--- src/hw/swr_pkg.sv ---
// Constants and types shared by the single-wire identity bus master
package swr_pkg;

  // Clock rate and documented line timing, in microseconds
  localparam int CLK_MHZ                 = 50;
  localparam int RESET_LOW_TIME_US       = 480;
  localparam int RESET_LOW_MAX_US        = 960;
  localparam int RESET_HIGH_TIME_US      = 480;
  localparam int PRESENCE_SAMPLE_TIME_US = 75;
  localparam int WRITE_ZERO_LOW_TIME_US  = 60;
  localparam int WRITE_ONE_LOW_TIME_US   = 1;
  localparam int READ_LOW_TIME_US        = 1;
  localparam int READ_SAMPLE_TIME_US     = 15;
  localparam int SLOT_DURATION_US        = 61;
  localparam int SLOT_RECOVERY_TIME_US   = 1;

  // Cycle counts derived from the times above
  localparam int RESET_LOW_CYC       = RESET_LOW_TIME_US * CLK_MHZ;
  localparam int RESET_LOW_MAX_CYC   = RESET_LOW_MAX_US * CLK_MHZ;
  localparam int RESET_HIGH_CYC      = RESET_HIGH_TIME_US * CLK_MHZ;
  localparam int PRESENCE_SAMPLE_CYC = PRESENCE_SAMPLE_TIME_US * CLK_MHZ;
  localparam int WRITE_ZERO_LOW_CYC  = WRITE_ZERO_LOW_TIME_US * CLK_MHZ;
  localparam int WRITE_ONE_LOW_CYC   = WRITE_ONE_LOW_TIME_US * CLK_MHZ;
  localparam int READ_LOW_CYC        = READ_LOW_TIME_US * CLK_MHZ;
  localparam int READ_SAMPLE_CYC     = READ_SAMPLE_TIME_US * CLK_MHZ;
  localparam int SLOT_CYC            = SLOT_DURATION_US * CLK_MHZ;
  localparam int SLOT_RECOVERY_CYC   = SLOT_RECOVERY_TIME_US * CLK_MHZ;

  // Check register, bit counting and result buffer depth
  localparam logic [7:0] CRC_POLY     = 8'h8c;
  localparam logic [7:0] CRC_INIT     = 8'h00;
  localparam logic [3:0] BYTE_LAST    = 4'h7;
  localparam logic [3:0] TRIPLET_LAST = 4'h2;
  localparam logic [1:0] BUF_DEPTH    = 2'h2;

  // Operations the user may request
  typedef enum logic [1:0] {
    OP_RESET   = 2'b00,
    OP_WRITE   = 2'b01,
    OP_READ    = 2'b10,
    OP_TRIPLET = 2'b11
  } swr_op_t;

  typedef enum logic [1:0] {
    ST_IDLE = 2'b00,
    ST_RST  = 2'b01,
    ST_SLOT = 2'b10,
    ST_DONE = 2'b11
  } swr_state_t;

  typedef struct packed {
    swr_op_t    op;
    logic [7:0] data;
    logic       dir;
  } swr_cmd_t;

  typedef struct packed {
    swr_op_t    op;
    logic [7:0] data;
    logic       crc_zero;
    logic       flag;
  } swr_res_t;

endpackage

--- src/hw/swr_master.sv ---
// Bus master that drives a single-wire identity device over its line
// What this block does
// - Check register cleared, polynomial X8+X5+X4+1
// - Check bits enter least significant first
// - Shifting whole code in leaves zero
// - Data rate stays below 16.3kbps
// - Idle or suspended line left released high
// - Reset low pulse at most 960us
// - Wait full reset high time before next
// - Reset and presence precede any command
// - Master falling edge starts every slot
// - Commands are eight bits sent out
// - Read-code command only with one slave
// - Search: true bit, complement, then write
// - Both zeros mean conflict; master picks direction
// - Presence sampled inside the sample window
// - Write zero held low, one released early
// - Wait whole slot plus recovery each bit
`timescale 1ns/1ps

module swr_master
  import swr_pkg::*;
#(
  parameter int RST_LOW_CYC  = RESET_LOW_CYC,
  parameter int RST_HIGH_CYC = RESET_HIGH_CYC
) (
  // Clock and reset
  input  wire logic     clock,
  input  wire logic     arst_n,
  // Operation request
  input  wire logic     cmd_valid,
  output logic          cmd_ready,
  input  wire swr_cmd_t cmd,
  // Result stream
  output logic          res_valid,
  input  wire logic     res_ready,
  output swr_res_t      res,
  // Open-drain line
  input  wire logic     line_in,
  output logic          line_out,
  output logic          line_oe_n
);

  // Derived counter marks
  localparam logic [15:0] RST_REL  = 16'(RST_LOW_CYC);
  localparam logic [15:0] RST_SAMP =
    16'(RST_LOW_CYC + PRESENCE_SAMPLE_CYC - 1);
  localparam logic [15:0] RST_END  = 16'(RST_LOW_CYC + RST_HIGH_CYC - 1);
  localparam logic [15:0] RST_HIGH = 16'(RST_HIGH_CYC);
  localparam logic [15:0] RST_MAX  = 16'(RESET_LOW_MAX_CYC);
  localparam logic [15:0] W0_LEN   = 16'(WRITE_ZERO_LOW_CYC);
  localparam logic [15:0] W1_LEN   = 16'(WRITE_ONE_LOW_CYC);
  localparam logic [15:0] RD_LEN   = 16'(READ_LOW_CYC);
  localparam logic [15:0] RD_SAMP  = 16'(READ_SAMPLE_CYC - 1);
  localparam logic [15:0] SLOT_END = 16'(SLOT_CYC + SLOT_RECOVERY_CYC - 1);

  // One step of the check register
  function automatic logic [7:0] crc_step(input logic [7:0] c,
                                          input logic       b);
    logic fb;
    fb = c[0] ^ b;
    crc_step = {1'b0, c[7:1]} ^ (fb ? CRC_POLY : 8'h00);
  endfunction

  swr_state_t  state;
  swr_op_t     op;
  logic [15:0] cnt;
  logic [3:0]  bit_idx;
  logic [7:0]  sh;
  logic [7:0]  crc;
  logic        user_dir;
  logic        dir;
  logic        tri_t;
  logic        tri_c;
  logic        flag;
  logic        presence_seen;
  swr_res_t    mem [2];
  logic        wr_ptr;
  logic        rd_ptr;
  logic [1:0]  buf_cnt;

  // Request decode and slot control
  wire         accept     = state == ST_IDLE && cmd_valid;
  wire         refuse     = cmd.op != OP_RESET && !presence_seen;
  wire         slot_write = op == OP_WRITE ||
                            (op == OP_TRIPLET && bit_idx == TRIPLET_LAST);
  wire         slot_val   = (op == OP_WRITE) ? sh[0] : dir;
  wire         slot_zero  = slot_write && !slot_val;
  wire [15:0]  low_len    = slot_zero ? W0_LEN :
                            (slot_write ? W1_LEN : RD_LEN);
  wire         in_slot    = state == ST_SLOT;
  wire         slot_end   = in_slot && cnt == SLOT_END;
  wire         samp       = in_slot && cnt == RD_SAMP && !slot_write;
  wire         pres_samp  = state == ST_RST && cnt == RST_SAMP;
  wire         rst_end    = state == ST_RST && cnt == RST_END;
  wire [3:0]   last_idx   = (op == OP_TRIPLET) ? TRIPLET_LAST : BYTE_LAST;
  wire         last_bit   = bit_idx == last_idx;
  wire         push       = state == ST_DONE && buf_cnt != BUF_DEPTH;
  wire         pop        = res_valid && res_ready;
  wire         pick       = (tri_t ^ line_in) ? tri_t : user_dir;
  wire         drive_low  = (state == ST_RST && cnt < RST_REL) ||
                            (in_slot && cnt < low_len);
  swr_res_t    res_d;

  // Line pins and handshakes
  assign line_out  = 1'b0;
  assign line_oe_n = !drive_low;
  assign cmd_ready = state == ST_IDLE;
  assign res_valid = buf_cnt != 2'h0;
  assign res       = mem[rd_ptr];
  assign res_d.op       = op;
  assign res_d.data     = (op == OP_TRIPLET) ?
                          {5'h00, dir, tri_c, tri_t} : sh;
  assign res_d.crc_zero = crc == CRC_INIT;
  assign res_d.flag     = flag;

  // Sequencer: reset pulse, bit slots, result hand-off
  always_ff @(posedge clock or negedge arst_n) begin
    if (!arst_n) begin
      state   <= ST_IDLE;
      cnt     <= 16'h0000;
      bit_idx <= 4'h0;
    end else begin
      unique case (state)
        ST_IDLE: begin
          cnt     <= 16'h0000;
          bit_idx <= 4'h0;
          if (accept) begin
            state <= refuse ? ST_DONE :
                     (cmd.op == OP_RESET) ? ST_RST : ST_SLOT;
          end
        end
        ST_RST: begin
          cnt <= cnt + 16'h0001;
          if (rst_end) begin
            state <= ST_DONE;
          end
        end
        ST_SLOT: begin
          cnt <= slot_end ? 16'h0000 : cnt + 16'h0001;
          if (slot_end) begin
            if (last_bit) begin
              state <= ST_DONE;
            end else begin
              bit_idx <= bit_idx + 4'h1;
            end
          end
        end
        ST_DONE: begin
          if (push) begin
            state <= ST_IDLE;
          end
        end
      endcase
    end
  end

  // Operation data, sampled bits and search direction
  always_ff @(posedge clock or negedge arst_n) begin
    if (!arst_n) begin
      op            <= OP_RESET;
      sh            <= 8'h00;
      user_dir      <= 1'b0;
      dir           <= 1'b0;
      tri_t         <= 1'b0;
      tri_c         <= 1'b0;
      flag          <= 1'b0;
      presence_seen <= 1'b0;
    end else if (accept) begin
      op       <= cmd.op;
      sh       <= cmd.data;
      user_dir <= cmd.dir;
      dir      <= cmd.dir;
      flag     <= refuse;
      if (cmd.op == OP_RESET) begin
        presence_seen <= 1'b0;
      end
    end else if (pres_samp) begin
      presence_seen <= !line_in;
      flag          <= !line_in;
    end else if (samp && op == OP_READ) begin
      sh <= {line_in, sh[7:1]};
    end else if (samp && bit_idx == 4'h0) begin
      tri_t <= line_in;
    end else if (samp) begin
      tri_c <= line_in;
      dir   <= pick;
      flag  <= tri_t & line_in;
    end else if (slot_end && op == OP_WRITE) begin
      sh <= {1'b0, sh[7:1]};
    end
  end

  // Check register over received code bits
  always_ff @(posedge clock or negedge arst_n) begin
    if (!arst_n) begin
      crc <= CRC_INIT;
    end else if (accept && cmd.op == OP_RESET) begin
      crc <= CRC_INIT;
    end else if (samp && op == OP_READ) begin
      crc <= crc_step(crc, line_in);
    end else if (slot_end && op == OP_TRIPLET && last_bit) begin
      crc <= crc_step(crc, dir);
    end
  end

  // Two-entry result buffer
  always_ff @(posedge clock or negedge arst_n) begin
    if (!arst_n) begin
      wr_ptr  <= 1'b0;
      rd_ptr  <= 1'b0;
      buf_cnt <= 2'h0;
    end else begin
      if (push) begin
        mem[wr_ptr] <= res_d;
        wr_ptr      <= !wr_ptr;
      end
      if (pop) begin
        rd_ptr <= !rd_ptr;
      end
      buf_cnt <= buf_cnt + {1'b0, push} - {1'b0, pop};
    end
  end

  // Line timing monitors for the checks below
  logic [15:0] low_run;
  logic [15:0] high_run;
  logic [15:0] fall_gap;
  logic        last_rst;
  always_ff @(posedge clock or negedge arst_n) begin
    if (!arst_n) begin
      low_run  <= 16'h0000;
      high_run <= 16'hffff;
      fall_gap <= 16'hffff;
      last_rst <= 1'b0;
    end else begin
      low_run  <= !line_oe_n ? low_run + 16'(low_run != 16'hffff) : 16'h0;
      high_run <= line_oe_n ? high_run + 16'(high_run != 16'hffff) : 16'h0;
      fall_gap <= (!line_oe_n && high_run != 16'h0000) ? 16'h0001 :
                  fall_gap + 16'(fall_gap != 16'hffff);
      last_rst <= (state == ST_RST) ? 1'b1 : (in_slot ? 1'b0 : last_rst);
    end
  end
endmodule

--- config.mk ---
export PLATFORM = sky130hd
export DESIGN_NAME = swr_master
export DESIGN_NICKNAME = d
export VERILOG_FILES = /design/src/hw/swr_pkg.sv /design/src/hw/swr_master.sv
export SDC_FILE = /design/constraint.sdc
export NUM_CORES = 1
export LEC_CHECK = 0
export ABC_AREA = 1
export BUFFER_PORTS_ARGS = -buffer_cell sky130_fd_sc_hd__buf_4
export CAP_MARGIN = 5
export CORE_MARGIN = 4
export CORE_UTILIZATION = 62
export DETAILED_ROUTE_END_ITERATION = 12
export PLACE_DENSITY_LB_ADDON = 0.08
export SYNTH_ARGS = -nofsm -noshare
export SYNTH_HDL_FRONTEND = slang
export SYNTH_SLANG_ARGS = --single-unit
--- constraint.sdc ---
create_clock -name clock -period 6.25 [get_ports clock]
set_input_delay 0.3125 -clock clock [delete_from_list [all_inputs] [get_ports clock]]
set_output_delay 0.3125 -clock clock [all_outputs]
set_load 0.01 [all_outputs]
==> parameters.txt, run 1 <==
Parameter                              Value

Synth
  Total of warnings raised by yosys    0
  Portion of the post-synthesis area used by sequential elements    0.476
  Syn_area_per_cell    8.28 um2
  Post-synthesis net count    approximately 530
  Fraction of synthesis flops using an asynchronous set or reset pin    0.676
  Number of enable-type register cells in the synthesized netlist    24
  Distinct cell type count of the synthesized netlist    44
  Area of the mapped netlist    roughly 0.0041 mm2
  Prevailing post-synth register cell    sky130_fd_sc_hd__dfrtp_1
  Share of the synthesized area in the top cell type    0.302
  Mapped Cells    500
  Largest cells by area after synthesis    sky130_fd_sc_hd__dfrtp_1 30%, sky130_fd_sc_hd__edfxtp_1 17%, sky130_fd_sc_hd__nand2_1 12%, sky130_fd_sc_hd__ha_1 5.4%, sky130_fd_sc_hd__inv_1 5.4%
  Number of storage elements in the synthesis netlist    74
  Leading area contributor after synthesis    sky130_fd_sc_hd__dfrtp_1

Global route
  Gr busiest metal    met1
  Met3 global-route usage    0.0518
  Via count of the first global-routing pass    3249
  Total track usage    0.234
  Grt total ovfl    0
  Met2 track demand over resource in global routing    0.344
  First-pass GRT wire length    15200 um
  Met1 track demand over resource in global routing    0.347
  Maximum number of pins on one net before global-route repair    between 50 and 60
  Number of antenna violations at the first check in global routing    0

Clocking
  Clock Path Buffers    2
  CTS tree    yes
  Clock Root Buffer    sky130_fd_sc_hd__clkbuf_8
  Post-CTS setup-driven buffer insertion count    0
  H-tree level count    3
  Clock latency on the worst-skew pair    0.36 ns
  Clock input transition at the sequential cells of the worst setup and hold paths    roughly 0.09 ns
  Number of clock buffers inserted by TritonCTS    9
  Clock sink total    74

STA
  Highest Clock Rate    0.346 GHz
  Final worst-path setup slack    3.36 ns
  Tmin final    2.89 ns
  Max_slew headroom    0.580
  Final number of setup-violating endpoints    0
  RSZ-0062 raised after global routing    no
  Maximum clock skew at final layout    0.0144 ns
  Worst Tran Pin Value    approximately 0.63 ns
  Final worst path period share    0.463
  Final Hold Slack    between 0.15 and 0.2 ns
  Final hold violation count    0
  Setup tns final    0 ns
  Pins Over Slew Limit    0

Placed design
  Placed Area    0.00439 mm2
  Half-perimeter wire length after detailed placement    6490 um
  Final GP Congestion    0.938
  Count of input and output buffers    30
  Setup Slack @ Placement    3.80 ns

Routing
  Final wirelength    8980 um
  Post-route antenna net violation count    0
  Vias    3412
  Routed len/inst    14.6 um
  First-pass iteration count of the detailed router    5
  Number of violations reported at the end of detailed-routing iteration 0    346
  Routed via count divided by cell count    5.56
  Drc violations    0

Critical path
  Class of the most critical setup path    flip-flop to primary output
  Crit Path Max Fanout    6
  Critical path data arrival time    2.58 ns
  Critical Path End Type    primary output
  Sort of element at the start of the critical path    flip-flop
  Required time reported for the critical path endpoint    5.94 ns

Floorplanning
  Die Y-Extent    89.7 um
  Ports placed on the boundary    32
  Initial standard-cell utilization of the core    0.644
  Core Area    0.00642 mm2
  Floorplan die width    89.7 um
  Row count    29
  Die area    roughly 0.0080 mm2

Cells and area
  Layout Cell Area excl Fill    0.00463 mm2
  Number of nets in the final layout    566
  Diode count    0
  Relative area change from synthesis to final layout    11.9%
  Share of cells above drive strength 1    0.153
  Filler Cell Count    slightly above 500

Job
  Max-cap violations    0

Power
  Leakage power of the design    between 0.002 and 0.0025 uW
  Final Power    around 1800 uW
  Maximum vdd drop    0.257 mV
  Ratio of total power to cell area    388 mW/mm2

Min path
  Hold crit path type    input pin to flip-flop

Outcome
  Run status    completed
[critical path, cell delays in order, from the launching register on]
cell and delay [ns]:
sky130_fd_sc_hd__dfrtp_1 0.42, sky130_fd_sc_hd__inv_1 0.15, sky130_fd_sc_hd__ha_1 0.16, sky130_fd_sc_hd__nand2_1 0.05, sky130_fd_sc_hd__inv_1 0.06, sky130_fd_sc_hd__nand2_1 0.06, sky130_fd_sc_hd__nand2_1 0.09, sky130_fd_sc_hd__nand2_1 0.18
sky130_fd_sc_hd__ha_1 0.35, sky130_fd_sc_hd__nand2_1 0.06, sky130_fd_sc_hd__nor3_1 0.16, sky130_fd_sc_hd__nand2_1 0.09, sky130_fd_sc_hd__nand2_1 0.06, sky130_fd_sc_hd__nand2_1 0.05, sky130_fd_sc_hd__a21oi_1 0.15, sky130_fd_sc_hd__buf_4 0.14
[path summary, 6_finish.rpt]
kind / start / end / slack, ns / cells after the start
setup / recovery: bit_idx[0] / line_oe_n / 3.36 / 15
hold / removal: cmd[9] / op[0] / 0.19 / 3
setup reg to reg: state[1] / tri_t / 4.08 / 8
hold reg to reg: tri_c / tri_c / 0.49 / 2
max in group asynchronous: arst_n / crc[4] / 5.31 / 2
min in group asynchronous: arst_n / cnt[9] / 0.51 / 2
[logic make-up (layout without fill, tap and decap cells)]
logic type | count (synthesis) | count (layout) | share of synthesized area
other cells | 1 | 1 | 0.000906
buf+inv | 75 | 112 | 0.0777
xor+xnor | 14 | 14 | 0.0296
simple gates | 265 | 265 | 0.287
fa+ha+maj | 18 | 18 | 0.0544
flops | 74 | 74 | 0.476
compound gates | 53 | 53 | 0.0738
[layout make-up]
| class | instances | area, um2 | share of cell area |
|---|---|---|---|
| flip-flops and latches | 74 | 1970 | 0.426 |
| multi-input cells | 351 | 1850 | 0.398 |
| repair buffers | 33 | 250 | 0.0540 |
| well taps | 77 | 96.3 | 0.0208 |
| inverters | 63 | 236 | 0.0511 |
| clock buffers | 9 | 124 | 0.0267 |
| clock inverters | 7 | 108 | 0.0232 |
[registers in the layout, summed over array words and instances (netlist names)]
| name | cells |
|---|---|
| wr_ptr | 1 |
| presence_seen | 1 |
| crc | 8 |
| tri_t | 1 |
| dir | 1 |
| rd_ptr | 1 |
| mem | 24 |
| state | 2 |
| op | 2 |
| user_dir | 1 |
| buf_cnt | 2 |
| tri_c | 1 |
| bit_idx | 4 |
| flag | 1 |
| sh | 8 |
| cnt | 16 |
[power by group]
part	internal [uW]	switching (uW)	total (uW)
Clock	233	201	434
Combinational	242	430	671
Sequential	620	74.4	694
[cells in the final DEF (no fill, tap or decap), types with 3 or more instances in the layout]
cell type	count
sky130_fd_sc_hd__a21oi_1	8
sky130_fd_sc_hd__buf_4	32
sky130_fd_sc_hd__clkbuf_8	9
sky130_fd_sc_hd__dfrtp_1	50
sky130_fd_sc_hd__edfxtp_1	24
sky130_fd_sc_hd__ha_1	18
sky130_fd_sc_hd__inv_1	60
sky130_fd_sc_hd__inv_2	3
sky130_fd_sc_hd__nand2_1	137
sky130_fd_sc_hd__nand2_2	5
sky130_fd_sc_hd__nand3_1	27
sky130_fd_sc_hd__nand4_1	9
sky130_fd_sc_hd__nor2_1	44
sky130_fd_sc_hd__nor2_2	13
sky130_fd_sc_hd__nor3_1	13
sky130_fd_sc_hd__nor4_1	4
sky130_fd_sc_hd__o21ai_0	30
sky130_fd_sc_hd__o21ai_1	4
sky130_fd_sc_hd__xor2_1	12
[cells in the mapped netlist (2+ instances only)]
master and number:
sky130_fd_sc_hd__nand3_1 27, sky130_fd_sc_hd__nand4_1 9, sky130_fd_sc_hd__o21ai_0 30, sky130_fd_sc_hd__xnor2_1 2
sky130_fd_sc_hd__nor2_2 13, sky130_fd_sc_hd__xor2_1 12, sky130_fd_sc_hd__o21ai_1 4, sky130_fd_sc_hd__nor2_1 44
sky130_fd_sc_hd__a31o_2 2, sky130_fd_sc_hd__edfxtp_1 24, sky130_fd_sc_hd__nor3_2 2, sky130_fd_sc_hd__nand2_1 137
sky130_fd_sc_hd__inv_1 60, sky130_fd_sc_hd__buf_6 2, sky130_fd_sc_hd__buf_4 2, sky130_fd_sc_hd__nand2_2 5
sky130_fd_sc_hd__dfrtp_1 50, sky130_fd_sc_hd__ha_1 18, sky130_fd_sc_hd__a21oi_1 8, sky130_fd_sc_hd__nor4_1 4
sky130_fd_sc_hd__inv_2 3, sky130_fd_sc_hd__clkbuf_1 6, sky130_fd_sc_hd__nor3_1 13, sky130_fd_sc_hd__nand3_2 2
sky130_fd_sc_hd__nand3b_1 2
[timing repair]
item | in CTS | in global routing
endpoints found under the setup margin | 0 | 0
hold endpoints to repair | 25 | 0
gates resized for setup | 0 | 0
hold buffers | 1 | 0
[metal layers]
layer / share of wire / routed length [um] / vias up
li1: - / - / 1674
met1: 0.49 / 4370 / 1626
met2: 0.45 / 4020 / 103
met3: 0.058 / 525 / 9
met4: 0.0080 / 72 / 0
met5: 0 / 0 / -
[per-stage QoR]
stage / util / cells
final: 0.721 / 614
after global routing: 0.721 / 614
after CTS: 0.721 / 614
after detailed placement: 0.684 / 597
after global placement: 0.684 / 597
after floorplan: - / 500
(Power assumes the default switching activity.)
==> run 2, diff against run 1 <==
--- a/config.mk
+++ b/config.mk
@@ -9,7 +9,7 @@
 export BUFFER_PORTS_ARGS = -buffer_cell sky130_fd_sc_hd__buf_4
 export CAP_MARGIN = 5
 export CORE_MARGIN = 4
-export CORE_UTILIZATION = 62
+export CORE_UTILIZATION = 54
 export DETAILED_ROUTE_END_ITERATION = 12
 export PLACE_DENSITY_LB_ADDON = 0.08
 export SYNTH_ARGS = -nofsm -noshare
==> constraint.sdc (replaced) <==
create_clock -name clock -period 2.6 [get_ports clock]
set_input_delay 0.13 -clock clock [delete_from_list [all_inputs] [get_ports clock]]
set_output_delay 0.13 -clock clock [all_outputs]
set_load 0.01 [all_outputs]
==> parameters.txt, run 2 (synthesis gave the netlist of run 1 again) <==
Parameter                              Value

Cells and area
  Filler Cell Count    ~640
  Layout Cell Area excl Fill    ~0.0047 mm2
  Final design utilization    0.641
  Cell Count, Final, Fillers Out    644
  Biggest register    mem
  Flip-flop count of the largest register after layout    24
  Relative area change from synthesis to final layout    14.1%
  Largest registers ranked by flip-flop count    mem x24, cnt x16
  Share of cells above drive strength 1    0.169
  Diode count    0
  Number of nets in the final layout    574
  Commonest non-fill, non-tap cell in the layout    sky130_fd_sc_hd__nand2_1
  Commonest non-fill, non-tap cells in the layout    136 x sky130_fd_sc_hd__nand2_1, 59 x sky130_fd_sc_hd__inv_1, 50 x sky130_fd_sc_hd__dfrtp_1, 44 x sky130_fd_sc_hd__nor2_1, 37 x sky130_fd_sc_hd__buf_4

Critical path
  Sort of element at the start of the critical path    flip-flop
  Class of the most critical setup path    flip-flop to primary output
  Buf/Inv on CP    3
  Crit Path Max Fanout    6
  Required time reported for the critical path endpoint    2.47 ns
  Most frequent cell on the critical path    sky130_fd_sc_hd__nand2_1
  Critical path data arrival time    2.34 ns
  Worst-case register-to-register setup slack    ~0.66 ns
  Critical Path, Cell by Cell    inv_2 > ha_1 > nand2_1 > inv_1 > nand2_1 > nand2_1 > nand2_2 > ha_1 > nand2_1 > nor3_2 > nand2_1 > nand2_1 > nand2_1 > a21oi_2 > buf_4
  Worst-path cell with the longest stage delay    sky130_fd_sc_hd__dfrtp_1
  Reg2Reg Launch Point    state[0]
  Cells on worst reg2reg path    7
  Endpoint of the lowest-slack register-to-register path    cnt[3]
  CP max stage delay    0.40 ns
  Critical Path End Type    primary output
  Gate family responsible for the most delay along the worst path    simple AND/OR/NAND/NOR gates

Routing
  Post-route antenna net violation count    0
  Routed via count divided by cell count    5.29
  Final wirelength    9000 um
  Number of violations reported at the end of detailed-routing iteration 0    204
  First-pass iteration count of the detailed router    5
  Vias    3407
  Drc violations    0
  Routed len/inst    about 14 um

Job
  Max-cap violations    0

Power
  Maximum vdd drop    0.578 mV
  Ratio of total power to cell area    898 mW/mm2
  Leakage power of the design    0.00224 uW

Placed design
  Half-perimeter wire length after detailed placement    around 6600 um
  Final GP Congestion    just over 0.9
  Placed Area    0.00445 mm2
  Count of input and output buffers    30
  Setup Slack @ Placement    0.356 ns
  Cell Count Post-Placement    623

Clocking
  Clock Root Buffer    sky130_fd_sc_hd__clkbuf_8
  Clock input transition at the sequential cells of the worst setup and hold paths    0.08 ns
  H-tree level count    3
  CTS tree    yes
  Clock Path Buffers    2
  Clock sink total    74
  Number of clock buffers inserted by TritonCTS    9
  Clock latency on the worst-skew pair    0.35 ns

Floorplanning
  Floorplan die width    95.6 um
  Ports placed on the boundary    32
  Core Area    0.00737 mm2
  Initial standard-cell utilization of the core    0.562
  Die area    slightly above 0.009 mm2
  Row count    31
  Die Y-Extent    95.6 um

STA
  Final worst-path setup slack    0.131 ns
  Highest Clock Rate    0.405 GHz
  Pins Over Slew Limit    0
  Worst Tran Pin Value    a little over 0.7 ns
  Maximum clock skew at final layout    roughly 0.011 ns
  Max_slew headroom    0.524
  Final hold violation count    0
  Final number of setup-violating endpoints    0
  Tmin final    2.47 ns
  Final worst path period share    0.950

Min path
  Hold worst-path end    user_dir
  Hold_sp    cmd[0]
  Cell depth of the worst min-delay path    3
  Hold crit path type    input pin to flip-flop

Global route
  Via count of the first global-routing pass    between 3000 and 4000
  Maximum number of pins on one net before global-route repair    51
  Grt total ovfl    0
  First-pass GRT wire length    14800 um
  Total track usage    0.213
  Number of antenna violations at the first check in global routing    0

Outcome
  Run status    completed
## run 2: cell types whose count changed in the layout (fill, tap and decap cells not counted), sizes merged
cell and delta:
inv -1, dlygate4sd3 +3, clkinv +2, bufinv -1, buf +5
## run 2: worst reg2reg max path, delay by kind of cell (launching register included)
family                   cells  cell delay, ns
buffers and inverters        2            0.53
flip-flops                   1            0.42
AND/OR/NAND/NOR              3            0.42
adder cells (fa/ha/maj)      1            0.27
XOR/XNOR                     1            0.19
## run 2: per-stage QoR
step	total power (uW)	setup TNS, ns	hold slack [ns]
5_1_grt	4550	-0.0147	0.0444
4_1_cts	4260	0	0.0150
6_report	4240	0	0.0259
3_3_place_gp	3260	0	0.293
3_5_place_dp	3310	0	0.296
2_1_floorplan	2830	0	-0.166
## run 2: cell type report
type | instances | area (um2) | share of cell area
flip-flops and latches | 74 | 1970 | 0.418
multi-input cells | 351 | 1860 | 0.395
repair buffers | 41 | 318 | 0.0673
inverters | 63 | 236 | 0.0501
clock buffers | 9 | 124 | 0.0262
well taps | 99 | 124 | 0.0262
clock inverters | 7 | 83.8 | 0.0178
## run 2: metal layers
| metal | up-vias | global-route usage | wire length (um) |
|---|---|---|---|
| li1 | 1691 | - | - |
| met1 | 1602 | 0.306 | 4390 |
| met2 | 92 | 0.314 | 3900 |
| met3 | 22 | 0.0418 | 515 |
| met4 | 0 | 0.0877 | 193 |
| met5 | - | 0 | 0 |
## run 2: report_power, final
part           internal, uW  switching [uW]  leakage (uW)
registers              1490             179      0.000877
logic                   607            1040       0.00126
clock network           460             467      0.000102
## run 2: worst max path at each step
stage / startpoint / end / slack, ns / depth (start not counted)
6_report: bit_idx[0] / line_oe_n / 0.13 / 15
5_1_grt: bit_idx[0] / line_oe_n / -0.01 / 15
4_1_cts: bit_idx[0] / line_oe_n / 0.02 / 15
3_5_place_dp: bit_idx[0] / line_oe_n / 0.36 / 15
3_3_place_gp: bit_idx[0] / line_oe_n / 0.46 / 15
2_1_floorplan: state[0] / mem[0][0] / 0.30 / 4
## run 2: repair_timing
item                       4_1_cts  5_1_grt
setup endpoints to repair        1        1
hold endpoints to repair        53        0
pin swaps                        0        1
resized for setup                1        5
hold buffers                     4        0
buffers inserted                 0        1
==> run 3, diff against run 2 <==
--- a/config.mk
+++ b/config.mk
@@ -11,6 +11,7 @@
 export CORE_MARGIN = 4
 export CORE_UTILIZATION = 54
 export DETAILED_ROUTE_END_ITERATION = 12
+export HOLD_SLACK_MARGIN = 0.05
 export PLACE_DENSITY_LB_ADDON = 0.08
 export SYNTH_ARGS = -nofsm -noshare
 export SYNTH_HDL_FRONTEND = slang
==> parameters.txt, run 3 (synthesis gave the netlist of run 1 again) <==
Parameter                              Value

Outcome
  Run status    completed

Critical path
  Worst-path cell with the longest stage delay    sky130_fd_sc_hd__dfrtp_1
  Critical Path End Type    primary output
  Critical path data arrival time    2.35 ns
  Sort of element at the start of the critical path    flip-flop
  Class of the most critical setup path    flip-flop to primary output
  Critical Path, Cell by Cell    inv_2 > ha_1 > nand2_1 > inv_1 > nand2_1 > nand2_1 > nand2_2 > ha_1 > nand2_1 > nor3_2 > nand2_1 > nand2_1 > nand2_1 > a21oi_2 > buf_4
  CP max stage delay    0.40 ns
  Gate family responsible for the most delay along the worst path    simple AND/OR/NAND/NOR gates
  Most frequent cell on the critical path    sky130_fd_sc_hd__nand2_1
  Crit Path Max Fanout    6
  Required time reported for the critical path endpoint    2.47 ns
  Buf/Inv on CP    3

Routing
  Post-route antenna net violation count    0
  Routed via count divided by cell count    5.33
  Number of violations reported at the end of detailed-routing iteration 0    237
  Final wirelength    9070 um
  Vias    3446
  Routed len/inst    14.0 um
  First-pass iteration count of the detailed router    5
  Drc violations    0

Cells and area
  Relative area change from synthesis to final layout    14.8%
  Commonest non-fill, non-tap cells in the layout    136 x sky130_fd_sc_hd__nand2_1, 59 x sky130_fd_sc_hd__inv_1, 50 x sky130_fd_sc_hd__dfrtp_1, 44 x sky130_fd_sc_hd__nor2_1, 37 x sky130_fd_sc_hd__buf_4
  Flip-flop count of the largest register after layout    24
  Biggest register    mem
  Number of nets in the final layout    577
  Largest registers ranked by flip-flop count    mem x24, cnt x16
  Share of cells above drive strength 1    0.168
  Commonest non-fill, non-tap cell in the layout    sky130_fd_sc_hd__nand2_1
  Diode count    0

Floorplanning
  Floorplan die width    between 90 and 100 um
  Ports placed on the boundary    32
  Die Y-Extent    95.6 um
  Core Area    0.00737 mm2
  Initial standard-cell utilization of the core    0.562
  Row count    31
  Die area    0.00913 mm2

Clocking
  CTS tree    yes
  H-tree level count    3
  Clock latency on the worst-skew pair    0.35 ns
  Clock Root Buffer    sky130_fd_sc_hd__clkbuf_8
  Number of clock buffers inserted by TritonCTS    9
  Clock Path Buffers    2
  Clock sink total    74
  Clock input transition at the sequential cells of the worst setup and hold paths    0.08 ns

STA
  Highest Clock Rate    0.404 GHz
  Setup tns final    0 ns
  Final number of setup-violating endpoints    0
  Max_slew headroom    0.524
  Maximum clock skew at final layout    approximately 0.010 ns
  Tmin final    approximately 2.5 ns
  Final hold violation count    0
  Final worst path period share    0.953
  Pins Over Slew Limit    0
  Worst Tran Pin Value    0.708 ns
  Final Hold Slack    between 0.07 and 0.08 ns

Min path
  Hold crit path type    input pin to flip-flop

Global route
  Via count of the first global-routing pass    between 3000 and 4000
  Grt total ovfl    0
  First-pass GRT wire length    14900 um
  Number of antenna violations at the first check in global routing    0
  Total track usage    0.214
  Maximum number of pins on one net before global-route repair    between 50 and 60

Placed design
  Final GP Congestion    0.933
  Half-perimeter wire length after detailed placement    6600 um
  Count of input and output buffers    30

Power
  Maximum vdd drop    a little under 0.6 mV
  Leakage power of the design    0.00225 uW
  Ratio of total power to cell area    about 890 mW/mm2

Job
  Max-cap violations    0
[run 3: cell types whose count changed in the layout (fill, tap and decap cells not counted), sizes merged]
cell and delta:
dlygate4sd3 +3
[run 3: tightest hold or removal path, delay by kind of cell]
| kind | cells | cell delay [ns] |
|---|---|---|
| and+or+nand+nor | 1 | 0.09 |
| xor gates and xnor gates | 1 | 0.07 |
| buffers and inverters | 1 | 0.11 |
[run 3: path summary, 6_finish.rpt]
path                            start          to  slack, ns  cells past startpoint
min reg2reg                     tri_c       tri_c       0.48                      2
max                        bit_idx[0]   line_oe_n       0.12                     15
max reg2reg                  state[0]      cnt[3]       0.63                      7
min                         res_ready      rd_ptr       0.08                      3
min in group asynchronous      arst_n  buf_cnt[1]       0.43                      3
max in group asynchronous      arst_n      cnt[1]       1.72                      3
[run 3: layer usage]
layer  vias to the layer above  part of all wire  global-route usage
li1                       1699                 -                   -
met1                      1622              0.48               0.308
met2                       109              0.45               0.318
met3                        16             0.055              0.0410
met4                         0             0.018              0.0853
met5                         -                 0                   0
[run 3: power by group]
| part | internal, uW | switching (uW) |
|---|---|---|
| clock network | 460 | 468 |
| registers | 1490 | 179 |
| logic | 611 | 1040 |
| total | 2560 | 1690 |
[run 3: area by class of cell]
cell class	instances	area, um2
clock inverter	7	83.8
clock buffer	9	124
timing repair buffer	44	348
inverter	63	236
tap	99	124
sequential	74	1970
fill	634	2620
multi-input combinational	351	1860
[run 3: timing repair]
| item | 4_1_cts | 5_1_grt |
|---|---|---|
| buffers inserted | 0 | 1 |
| endpoints found under the setup margin | 1 | 1 |
| gates resized for setup | 1 | 5 |
| hold endpoints to repair | 58 | 0 |
| pin swaps | 0 | 1 |
| hold buffers | 7 | 0 |
[run 3: metrics by stage]
step                      instance area (um2)  instances  utilization  power [uW]  setup WS, ns
after floorplan                          4140        500            -        2830         0.301
after global placement                   4450        623        0.604        3260         0.458
after detailed placement                 4450        623        0.604        3310         0.356
after CTS                                4730        646        0.642        4260        0.0169
after global routing                     4750        647        0.645        4560      -0.00945
final                                    4750        647        0.645        4250         0.122
